==> src/logic/ufc_consts.vh <==
`ifndef UFC_CONSTS_VH
`define UFC_CONSTS_VH

`define UFC_CTRL_ADDR    8'hC2
`define UFC_CTRL_RESET   8'h01
`define UFC_EN_RESET     1'b1
`define UFC_RDATA_RESET  8'h00
`define UFC_BIT_EN       0
`define UFC_BIT_TXCLR    1
`define UFC_BIT_RXCLR    2
`define UFC_THR_HI       7
`define UFC_THR_LO       6
`define UFC_THR_RESET    2'h0
`define UFC_THR_CODE1    2'h0
`define UFC_THR_CODE4    2'h1
`define UFC_THR_CODE8    2'h2
`define UFC_THR_CODE14   2'h3
`define UFC_THR_N1       8'h01
`define UFC_THR_N4       8'h04
`define UFC_THR_N8       8'h08
`define UFC_THR_N14      8'h0E
`define UFC_DEPTH        16
`define UFC_ERR_W        3

`endif

==> src/logic/ufc_buf.v <==
`timescale 1ns/1ns
`default_nettype none
module ufc_buf #(
  parameter W     = 8,
  parameter DEPTH = 16,
  parameter AW    = 4
) (
  input  wire          core_clk,   // system clock
  input  wire          rstn,       // async reset, active low
  input  wire          flush,      // empty buffer, reset pointers
  input  wire          single,     // hold one entry only
  input  wire          in_valid,   // writer offers an entry
  input  wire [W-1:0]  in_data,    // entry from writer
  output wire          in_ready,   // room for an entry
  output wire          out_valid,  // entry available
  output wire [W-1:0]  out_data,   // oldest entry
  input  wire          out_ready,  // reader takes oldest entry
  output wire [AW:0]   level       // entries held
);
  reg [W-1:0]  mem [0:DEPTH-1];
  reg [AW-1:0] wr_ptr_r;
  reg [AW-1:0] rd_ptr_r;
  reg [AW:0]   cnt_r;
  wire [AW:0]  cap;
  wire         push;
  wire         pop;

  assign cap       = single ? {{AW{1'b0}}, 1'b1} : DEPTH[AW:0];
  assign in_ready  = (cnt_r < cap) && !flush;
  assign out_valid = (cnt_r != {(AW+1){1'b0}}) && !flush;
  assign out_data  = mem[rd_ptr_r];
  assign level     = cnt_r;
  assign push      = in_valid && in_ready;
  assign pop       = out_valid && out_ready;

  always @(posedge core_clk) begin
    if (push) begin
      mem[wr_ptr_r] <= in_data;
    end
  end

  always @(posedge core_clk or negedge rstn) begin
    if (!rstn) begin
      wr_ptr_r <= {AW{1'b0}};
      rd_ptr_r <= {AW{1'b0}};
      cnt_r    <= {(AW+1){1'b0}};
    end else if (flush) begin
      // flush drops data and any flags stored with it
      wr_ptr_r <= {AW{1'b0}};
      rd_ptr_r <= {AW{1'b0}};
      cnt_r    <= {(AW+1){1'b0}};
    end else begin
      if (push) begin
        wr_ptr_r <= (wr_ptr_r == DEPTH[AW-1:0] - 1'b1) ? {AW{1'b0}} : wr_ptr_r + 1'b1;
      end
      if (pop) begin
        rd_ptr_r <= (rd_ptr_r == DEPTH[AW-1:0] - 1'b1) ? {AW{1'b0}} : rd_ptr_r + 1'b1;
      end
      if (push && !pop) begin
        cnt_r <= cnt_r + 1'b1;
      end else if (pop && !push) begin
        cnt_r <= cnt_r - 1'b1;
      end
    end
  end
endmodule // ufc_buf
`default_nettype wire

==> src/logic/ufc_fifo_ctrl.v <==
`timescale 1ns/1ns
`default_nettype none
`include "ufc_consts.vh"
module ufc_fifo_ctrl #(
  parameter [7:0] CTRL_ADDR = `UFC_CTRL_ADDR,
  parameter       DEPTH     = `UFC_DEPTH,
  parameter       AW        = 4
) (
  input  wire                    core_clk,            // system clock, 100 MHz
  input  wire                    rstn,                // async reset, active low
  input  wire [7:0]              io_addr,             // i/o address
  input  wire                    io_wr,               // i/o write strobe
  input  wire                    io_rd,               // i/o read strobe
  input  wire [7:0]              io_wdata,            // i/o write data
  output reg  [7:0]              io_rdata,            // read data, one cycle after strobe
  output reg                     io_rvalid,           // read data valid pulse
  input  wire [7:0]              interrupt_ident_reg, // value returned on reads
  input  wire                    tx_in_valid,         // cpu offers tx byte
  input  wire [7:0]              tx_in_data,          // tx byte
  output wire                    tx_in_ready,         // tx buffer has room
  output wire                    tx_out_valid,        // byte ready for serialiser
  output wire [7:0]              tx_out_data,         // byte for serialiser
  input  wire                    tx_out_ready,        // serialiser takes byte
  input  wire                    rx_in_valid,         // deserialiser offers byte
  input  wire [7:0]              rx_in_data,          // received byte
  input  wire [`UFC_ERR_W-1:0]   rx_in_err,           // per-byte error flags
  output wire                    rx_in_ready,         // rx buffer has room
  output wire                    rx_out_valid,        // received byte available
  output wire [7:0]              rx_out_data,         // oldest received byte
  output wire [`UFC_ERR_W-1:0]   rx_out_err,          // its error flags
  input  wire                    rx_out_ready,        // cpu takes received byte
  output wire                    buffering_on,        // buffers enabled, from register
  output wire [1:0]              rx_threshold_select, // threshold code, from register
  output reg                     tx_buffer_flush,     // tx flush pulse
  output reg                     rx_buffer_flush,     // rx flush pulse
  output reg                     rx_data_irq,         // receive data interrupt level
  output wire [AW:0]             rx_level,            // bytes in rx buffer
  output wire [AW:0]             tx_level             // bytes in tx buffer
);
  reg  [1:0]  thr_r;
  reg  [1:0]  thr_nxt;
  reg         en_r;
  reg         en_nxt;
  reg         txf_nxt;
  reg         rxf_nxt;
  reg         irq_nxt;
  wire        wr_hit;
  wire        rd_hit;
  wire        new_en;
  wire        mode_flip;
  wire [AW:0] thr_cnt;

  // one decode for both strobes so reads and writes never disagree on the address
  function addr_hit;
    input       strobe;
    input [7:0] addr;
    begin
      addr_hit = strobe && (addr == CTRL_ADDR);
    end
  endfunction

  // disabled, the path is a one-byte holding register, so any byte raises the line
  function [AW:0] thr_count;
    input [1:0] sel;
    input       on;
    reg   [7:0] num;
    begin
      if (!on) begin
        num = `UFC_THR_N1;
      end else begin
        case (sel)
          `UFC_THR_CODE1:  num = `UFC_THR_N1;
          `UFC_THR_CODE4:  num = `UFC_THR_N4;
          `UFC_THR_CODE8:  num = `UFC_THR_N8;
          `UFC_THR_CODE14: num = `UFC_THR_N14;
          default:         num = `UFC_THR_N1;
        endcase
      end
      thr_count = num[AW:0];
    end
  endfunction

  assign wr_hit    = addr_hit(io_wr, io_addr);
  assign rd_hit    = addr_hit(io_rd, io_addr);
  assign new_en    = io_wdata[`UFC_BIT_EN];
  assign mode_flip = wr_hit && (new_en != en_r);

  // write-only register: bits 5:3 are expected zero and simply not stored
  always @* begin
    en_nxt  = en_r;
    thr_nxt = thr_r;
    if (wr_hit) begin
      en_nxt = new_en;
      if (new_en) begin
        thr_nxt = io_wdata[`UFC_THR_HI:`UFC_THR_LO];
      end
    end
  end

  // a mode change restarts both paths so no stale depth survives
  always @* begin
    txf_nxt = mode_flip;
    rxf_nxt = mode_flip;
    if (wr_hit && new_en) begin
      txf_nxt = mode_flip | io_wdata[`UFC_BIT_TXCLR];
      rxf_nxt = mode_flip | io_wdata[`UFC_BIT_RXCLR];
    end
  end

  // out of reset both buffers are on
  always @(posedge core_clk or negedge rstn) begin
    if (!rstn) begin
      en_r <= `UFC_EN_RESET;
    end else begin
      en_r <= en_nxt;
    end
  end

  // kept while disabled; the irq compares against one byte then
  always @(posedge core_clk or negedge rstn) begin
    if (!rstn) begin
      thr_r <= `UFC_THR_RESET;
    end else begin
      thr_r <= thr_nxt;
    end
  end

  // flush pulses last one cycle; the buffers clear on the edge that ends them
  always @(posedge core_clk or negedge rstn) begin
    if (!rstn) begin
      tx_buffer_flush <= 1'b0;
    end else begin
      tx_buffer_flush <= txf_nxt;
    end
  end

  always @(posedge core_clk or negedge rstn) begin
    if (!rstn) begin
      rx_buffer_flush <= 1'b0;
    end else begin
      rx_buffer_flush <= rxf_nxt;
    end
  end

  // one pulse per hit, so back-to-back reads each get their own
  always @(posedge core_clk or negedge rstn) begin
    if (!rstn) begin
      io_rvalid <= 1'b0;
    end else begin
      io_rvalid <= rd_hit;
    end
  end

  // reads at the shared address see the ident value, never this register
  always @(posedge core_clk or negedge rstn) begin
    if (!rstn) begin
      io_rdata <= `UFC_RDATA_RESET;
    end else if (rd_hit) begin
      io_rdata <= interrupt_ident_reg;
    end
  end

  assign buffering_on        = en_r;
  assign rx_threshold_select = thr_r;
  assign thr_cnt             = thr_count(thr_r, en_r);

  // both paths share one buffer module; only the entry width differs
  ufc_buf #(
    .W     (8),
    .DEPTH (DEPTH),
    .AW    (AW)
  ) u_tx (
    .core_clk  (core_clk),
    .rstn      (rstn),
    .flush     (tx_buffer_flush),
    .single    (!en_r),
    .in_valid  (tx_in_valid),
    .in_data   (tx_in_data),
    .in_ready  (tx_in_ready),
    .out_valid (tx_out_valid),
    .out_data  (tx_out_data),
    .out_ready (tx_out_ready),
    .level     (tx_level)
  );

  // error flags travel in the same entry so a flush discards them too
  ufc_buf #(
    .W     (8 + `UFC_ERR_W),
    .DEPTH (DEPTH),
    .AW    (AW)
  ) u_rx (
    .core_clk  (core_clk),
    .rstn      (rstn),
    .flush     (rx_buffer_flush),
    .single    (!en_r),
    .in_valid  (rx_in_valid),
    .in_data   ({rx_in_err, rx_in_data}),
    .in_ready  (rx_in_ready),
    .out_valid (rx_out_valid),
    .out_data  ({rx_out_err, rx_out_data}),
    .out_ready (rx_out_ready),
    .level     (rx_level)
  );

  // the flush cycle still shows the old level, so the line is held low then
  always @* begin
    irq_nxt = 1'b0;
    if (!rx_buffer_flush) begin
      irq_nxt = (rx_level >= thr_cnt);
    end
  end

  always @(posedge core_clk or negedge rstn) begin
    if (!rstn) begin
      rx_data_irq <= 1'b0;
    end else begin
      rx_data_irq <= irq_nxt;
    end
  end
endmodule // ufc_fifo_ctrl
`default_nettype wire

==> config.mk <==
export PLATFORM = sky130hd
export DESIGN_NAME = ufc_fifo_ctrl
export DESIGN_NICKNAME = d
export VERILOG_FILES = /design/src/logic/ufc_buf.v /design/src/logic/ufc_fifo_ctrl.v
export VERILOG_INCLUDE_DIRS = /design/src /design/src/logic
export SDC_FILE = /design/constraint.sdc
export NUM_CORES = 1
export LEC_CHECK = 0
export BUFFER_PORTS_ARGS = -buffer_cell sky130_fd_sc_hd__buf_2
export CAP_MARGIN = 20
export CORE_ASPECT_RATIO = 1.25
export CORE_MARGIN = 2
export CORE_UTILIZATION = 35
export DETAILED_ROUTE_END_ITERATION = 8
export PLACE_DENSITY = 0.51
export SYNTH_ARGS = -nofsm -noshare
export SYNTH_HDL_FRONTEND = slang
export SYNTH_SLANG_ARGS = --single-unit
==> constraint.sdc <==
create_clock -name core_clk -period 8.49 [get_ports core_clk]
set_clock_uncertainty 0.2 [all_clocks]
set_input_delay 1.698 -clock core_clk [delete_from_list [all_inputs] [get_ports core_clk]]
set_output_delay 1.698 -clock core_clk [all_outputs]
set_load 0.05 [all_outputs]
== Yosys cells after proc, flatten, opt, wreduce, memory -nomap -nowiden ==
Memory sizes are Yosys's and may differ from the RTL's.
Index checks and enable logic that the tools add are counted.
Word-level totals
  register bits: 41
  bits in latches: 0
  bits in writable memories: 304
  bits in read-only memories: 0
  input bits: 51
  word-level logic and storage cells: 97
  memories kept: 2
Cells by class
  add/subtract/negate cells: 8
  $mul: 0
  div/mod/pow operators: 0
  magnitude comparators: 3
  equality and inequality tests: 9
  shift operators: 0
  muxes and demuxes: 28
  bitwise gates (word level): 2
  reduce and logical (&&, ||, !) cells: 32
Memories
  u_rx.mem: depth 16, width 11, rd ports 1, clocked after Yosys merged registers in 0, wr ports 1, RTL line ufc_buf.v:20  | reg [W-1:0] mem [0:DEPTH-1];
  u_tx.mem: depth 16, width 8, rd ports 1, clocked after Yosys merged registers in 0, wr ports 1, RTL line ufc_buf.v:20
Operators with widths (number)
  2-to-1 mux 4 bit: 12
  2-to-1 mux 5 bit: 8
  one-hot mux 5 bit (4 select lines): 1
  adder 4 x 1 -> 4 bit, second input constant: 4
  == test 4 bit, second input constant: 4
  logical AND 1 bit: 16
  adder 5 x 1 -> 5 bit, second input constant: 2
  less-than comparator 5 bit: 2
  nonzero test 5 bit: 2
  subtractor 5 x 1 -> 5 bit, second input constant: 2
  == test 8 bit, second input constant: 1
  nonzero test 2 bit: 4
  2-to-1 mux 1 bit: 7
  zero test 1 bit: 6
  nonzero test 3 bit: 2
  greater-or-equal comparator 5 bit: 1
  == test 2 bit, second input constant: 2
  == test 2 x 1 -> 1 bit, second input constant: 1
  zero test 2 bit: 1
  bitwise OR 1 bit: 2
  AND reduction 2 bit: 1
  != test 1 bit: 1

== Longest topological paths before layout ==
  depth in word-level cells: 9
  depth in mapped cells: 13
  gate-level depth less buffers: 11

== Cells and area by module ==
From an unflattened synthesis, not the netlist that was laid out.
Second synthesis, totals
  cell total of the unflattened synthesis: 788
  area, all modules: 14279.9 um^2
By module, submodules not included
  ufc_buf (u_rx): instances 1, cells an instance 446, area each 7737.4 um^2
  ufc_buf (u_tx): instances 1, cells an instance 289, area each 5814.3 um^2
  ufc_fifo_ctrl: instances 1, cells an instance 53, area each 728.2 um^2

== Worst setup path before layout ==
No wires, ideal clock.
  kind: reg2out
  from: register en_r, in the netlist buffering_on
  to: output port rx_in_ready
  arrival time: 2.473 ns
  required time: 6.592 ns
  setup slack: 4.119 ns
  cell stages (with the launch flop): 5
  path through: dfstp_2 -> buf_2 -> inv_1 -> ha_1 -> a211oi_1
Between the ends
  word-level cells in the longest chain between the ends: 3
RTL lines
  from (decl): RTL line ufc_fifo_ctrl.v:42  | reg en_r;
  from (signal assigned): RTL line ufc_fifo_ctrl.v:113  | en_r <= `UFC_EN_RESET;
  from (signal assigned): RTL line ufc_fifo_ctrl.v:115  | en_r <= en_nxt;
  2-to-1 mux 5 bit: RTL line ufc_buf.v:28  | assign cap = single ? {{AW{1'b0}}, 1'b1} : DEPTH[AW:0];
  less-than comparator 5 bit: RTL line ufc_buf.v:29  | assign in_ready = (cnt_r < cap) && !flush;
  logical AND 1 bit: RTL line ufc_buf.v:29
  to (decl): RTL line ufc_fifo_ctrl.v:27  | output wire rx_in_ready,
No other way between the ends.

== Worst setup path in the final report ==
  from: register u_rx.rd_ptr_r[0]
  to: output port rx_out_err[1]
Between the ends
  word-level cells in the longest chain between the ends: 1
RTL lines
  from (decl): RTL line ufc_buf.v:22  | reg [AW-1:0] rd_ptr_r;
  from (signal assigned): RTL line ufc_buf.v:45  | rd_ptr_r <= {AW{1'b0}};
  from (signal assigned): RTL line ufc_buf.v:50  | rd_ptr_r <= {AW{1'b0}};
  from (signal assigned): RTL line ufc_buf.v:57  | rd_ptr_r <= (rd_ptr_r == DEPTH[AW-1:0] - 1'b1) ? {AW{1'b0}} : rd_ptr_r + 1'b1;
  memory read (16 x 11 bit)
  to (decl): RTL line ufc_fifo_ctrl.v:30  | output wire [`UFC_ERR_W-1:0] rx_out_err,
No other way between the ends.

==> out/qor.yml <==
status:
  outcome: "finished, final reports clean"
sta:
  finalCritPeriodShare_pct: 60.2
  holdWs_ns: 0.298
  finalHoldViolCount: 0
  fmax_ghz: 0.196
  setup_violations: 0
  slew_viol_final: 0
  fin_crit_ns: 5.11
  rsz0062_at_grt: "false"
  setup_tns_ns: 0
  worst_pin_slew_ns: 0.974
  relSlewSlack_pct: 35.1
clock_network:
  insertion_delay_ns: 0.52
  cts_made_buffers: 37
  cts_hold_buf: 0
  cts_sinks: 345
  clockBufferDepth: 3
  clk_pin_slew_ns: 0.06
  h-tree-depth: 2
  cts_tree: "built"
  cts_resized: 0
  cts_setup_buffers: 0
  cts_root_buf: "clkbuf_16"
setup_path:
  worstSetupEndpointType: "primary output"
  critPathSlowestCell: "dfrtp_4"
  cpPeakStageDelay_ns: 0.79
  worst-path-max-fanout: 40
  start_kind: "flip-flop"
  crit_buf_inv: 2
  crit_chain: "buf_4, mux2_2, o21ai_0, a21oi_1, a22oi_1, nand2_1, buf_2"
  path_class: "reg -> out"
  ff2ff_setup_slack_ns: 4.64
  cp.arrival_ns: 3.21
  crit_family: "buffers and inverters"
  critical_path_required_ns: 6.59
routing:
  drt_iter0_drc: 370
  viasPerCell: 4.99
  wirelength_um: 30400
  num_vias: 7717
  drc_errors: 0
  ant_nets: 0
  wl_per_cell_um: 19.7
  dr.pass1.iters: 4
logic_synthesis:
  ys_ff_latch: 345
  synth.cell_area_sq_mm: 0.0143
  synthFlopType: "edfxtp_1"
  synth_fp_nets: 937
  syn_avg_cell_area_sq_um: 16.6
  synth_edf_count: 304
  synth_cell_types: 57
  synth_warnings: 0
  synth_cells: 860
  ys_async_sr_fraction_pct: 11.9
  seq_area_frac_synth_pct: 71.1
finish:
  multi_input_area_sq_mm: 0.00392
  nets: 1051
  final_common_cell: "edfxtp_1"
  final_cell_mix: "edfxtp_1, buf_2, mux2i_1"
  syn_to_final_growth_pct: 15.9
  fillers: 3739
  layout-drive-gt1-share_pct: 25.3
  regArea_sq_mm: 0.0102
global_route:
  grt_pass1_vias: 7893
  grt_pass1_wl_um: 47000
  grt_util_all_layers_pct: 14.5
  grt_overflow: 0
  grt_max_degree: 42
  antenna_found_initial: 1
power_and_ir_drop:
  power.switching_mw: 2.14
  pwr-share-comb_pct: 35.2
  p_leak_nw: 5.84
  power_frac_seq_pct: 38.9
  p_int_mw: 3.53
  p_per_area_mw_per_mm2: 343
  p_clk_share_pct: 25.9
  switching_share_pct: 37.8
  vdd_drop_max_uv: 188
min_path:
  min_path_type: "reg -> reg"
placed_design:
  dp_hpwl_um: 19700
  io_buffers: 95
  gp_congestion: 0.754
die:
  ioPinCount: 99
  dieArea_sq_mm: 0.0425
  start_util_pct: 35.5
  die_h_um: 230
  core-area_sq_mm: 0.0402
  die_x_um: 185
  rows: 82
job:
  maxCapViolCount: 0
final timing paths:
check	cells past startpoint	to	start
max in group asynchronous	1	u_rx.rd_ptr_r[0]$_DFFE_PN0P_	rstn
min reg2reg	1	io_rdata[1]$_DFFE_PN0P_	io_rdata[1]$_DFFE_PN0P_
min in group asynchronous	1	u_tx.rd_ptr_r[2]$_DFFE_PN0P_	rstn
max reg2reg	11	u_rx.level[4]$_DFFE_PN0P_	buffering_on$_DFFE_PN1P_
max	7	rx_out_err[1]	u_rx.rd_ptr_r[0]$_DFFE_PN0P_
min	1	io_rdata[1]$_DFFE_PN0P_	io_rdata[1]$_DFFE_PN0P_
flip-flops by register name (all words and copies together) (netlist names):
name	flops
u_rx.wr_ptr_r	4
rx_data_irq	1
u_tx.rd_ptr_r	4
io_rdata	8
rx_buffer_flush	1
tx_buffer_flush	1
u_rx.rd_ptr_r	4
u_tx.level	5
u_tx.mem	128
io_rvalid	1
u_rx.mem	176
buffering_on	1
rx_threshold_select	2
u_rx.level	5
u_tx.wr_ptr_r	4
power groups by stage:
stage / clock network (mW) / registers [mW] / logic [mW]
floorplan: 0 / 2.18 / 1.53
global placement: 0 / 2.24 / 2.02
detailed placement: 0 / 2.25 / 2.03
CTS: 1.51 / 2.21 / 2.03
global route: 1.58 / 2.24 / 2.17
finish: 1.47 / 2.21 / 2.00
layout make-up:
cell class              count  share of cell area, %
inverters                  14                  0.317
repair buffers            118                   3.91
clock buffers              50                   6.07
diodes                      1                 0.0151
clock inverters            14                  0.544
well taps                 546                   4.12
flip-flops and latches    345                   61.4
multi-input cells         458                   23.7
synthesized netlist by cell type, types with 6 or more instances:
master / n / area [sq um]
inv_1: 14 / 52.6
a22oi_1: 20 / 150
clkbuf_1: 24 / 90.1
edfxtp_1: 304 / 9130
dfrtp_1: 40 / 1000
a21oi_1: 36 / 180
nand3_1: 10 / 50.1
a21o_1: 6 / 45.0
buf_2: 14 / 70.1
mux2i_1: 58 / 581
nor3_1: 9 / 45.0
a221oi_1: 19 / 166
nor2_1: 40 / 150
ha_1: 24 / 300
nand2_1: 52 / 195
mux4_2: 38 / 856
o21ai_0: 43 / 215
mux2_2: 31 / 349
per-layer routing:
layer	up-vias	wire length, um	track usage, %	share of wire (%)
li1	3646	-	-	-
met1	3915	12600	18.3	42
met2	121	16100	25.5	53
met3	35	1060	2.34	3.5
met4	0	530	3.84	1.7
met5	-	0	0	0
per-stage QoR:
stage          setup WS, ns  util (%)  cells  cell area (sq um)  total power [mW]
2_1_floorplan          4.12         -    860              14300              3.72
3_3_place_gp           3.85      38.4   1481              15500              4.26
3_5_place_dp           3.86      38.4   1481              15500              4.27
4_1_cts                3.29      41.2   1545              16600              5.76
5_1_grt                3.09      41.2   1546              16600              5.99
6_report               3.38      41.2   1546              16600              5.68
worst reg2reg max path: cells and delay by family (launching register included):
family / cells / cell delay, ns
adders and majority gates: 2 / 0.80
DFF: 1 / 0.64
and+or+nand+nor: 3 / 0.79
buffers and inverters: 1 / 0.13
AOI/OAI and AO/OA: 5 / 1.20
logic make-up after synthesis:
logic type	synth area share (%)
multiplexers	12.5
AND/OR/NAND/NOR	4.91
AO/OA/AOI/OAI	6.97
adder cells (fa/ha/maj)	2.38
XOR/XNOR	0.490
flip-flops	71.1
buffers and inverters	1.67
No activity file was read; power rests on OpenSTA's default activity.
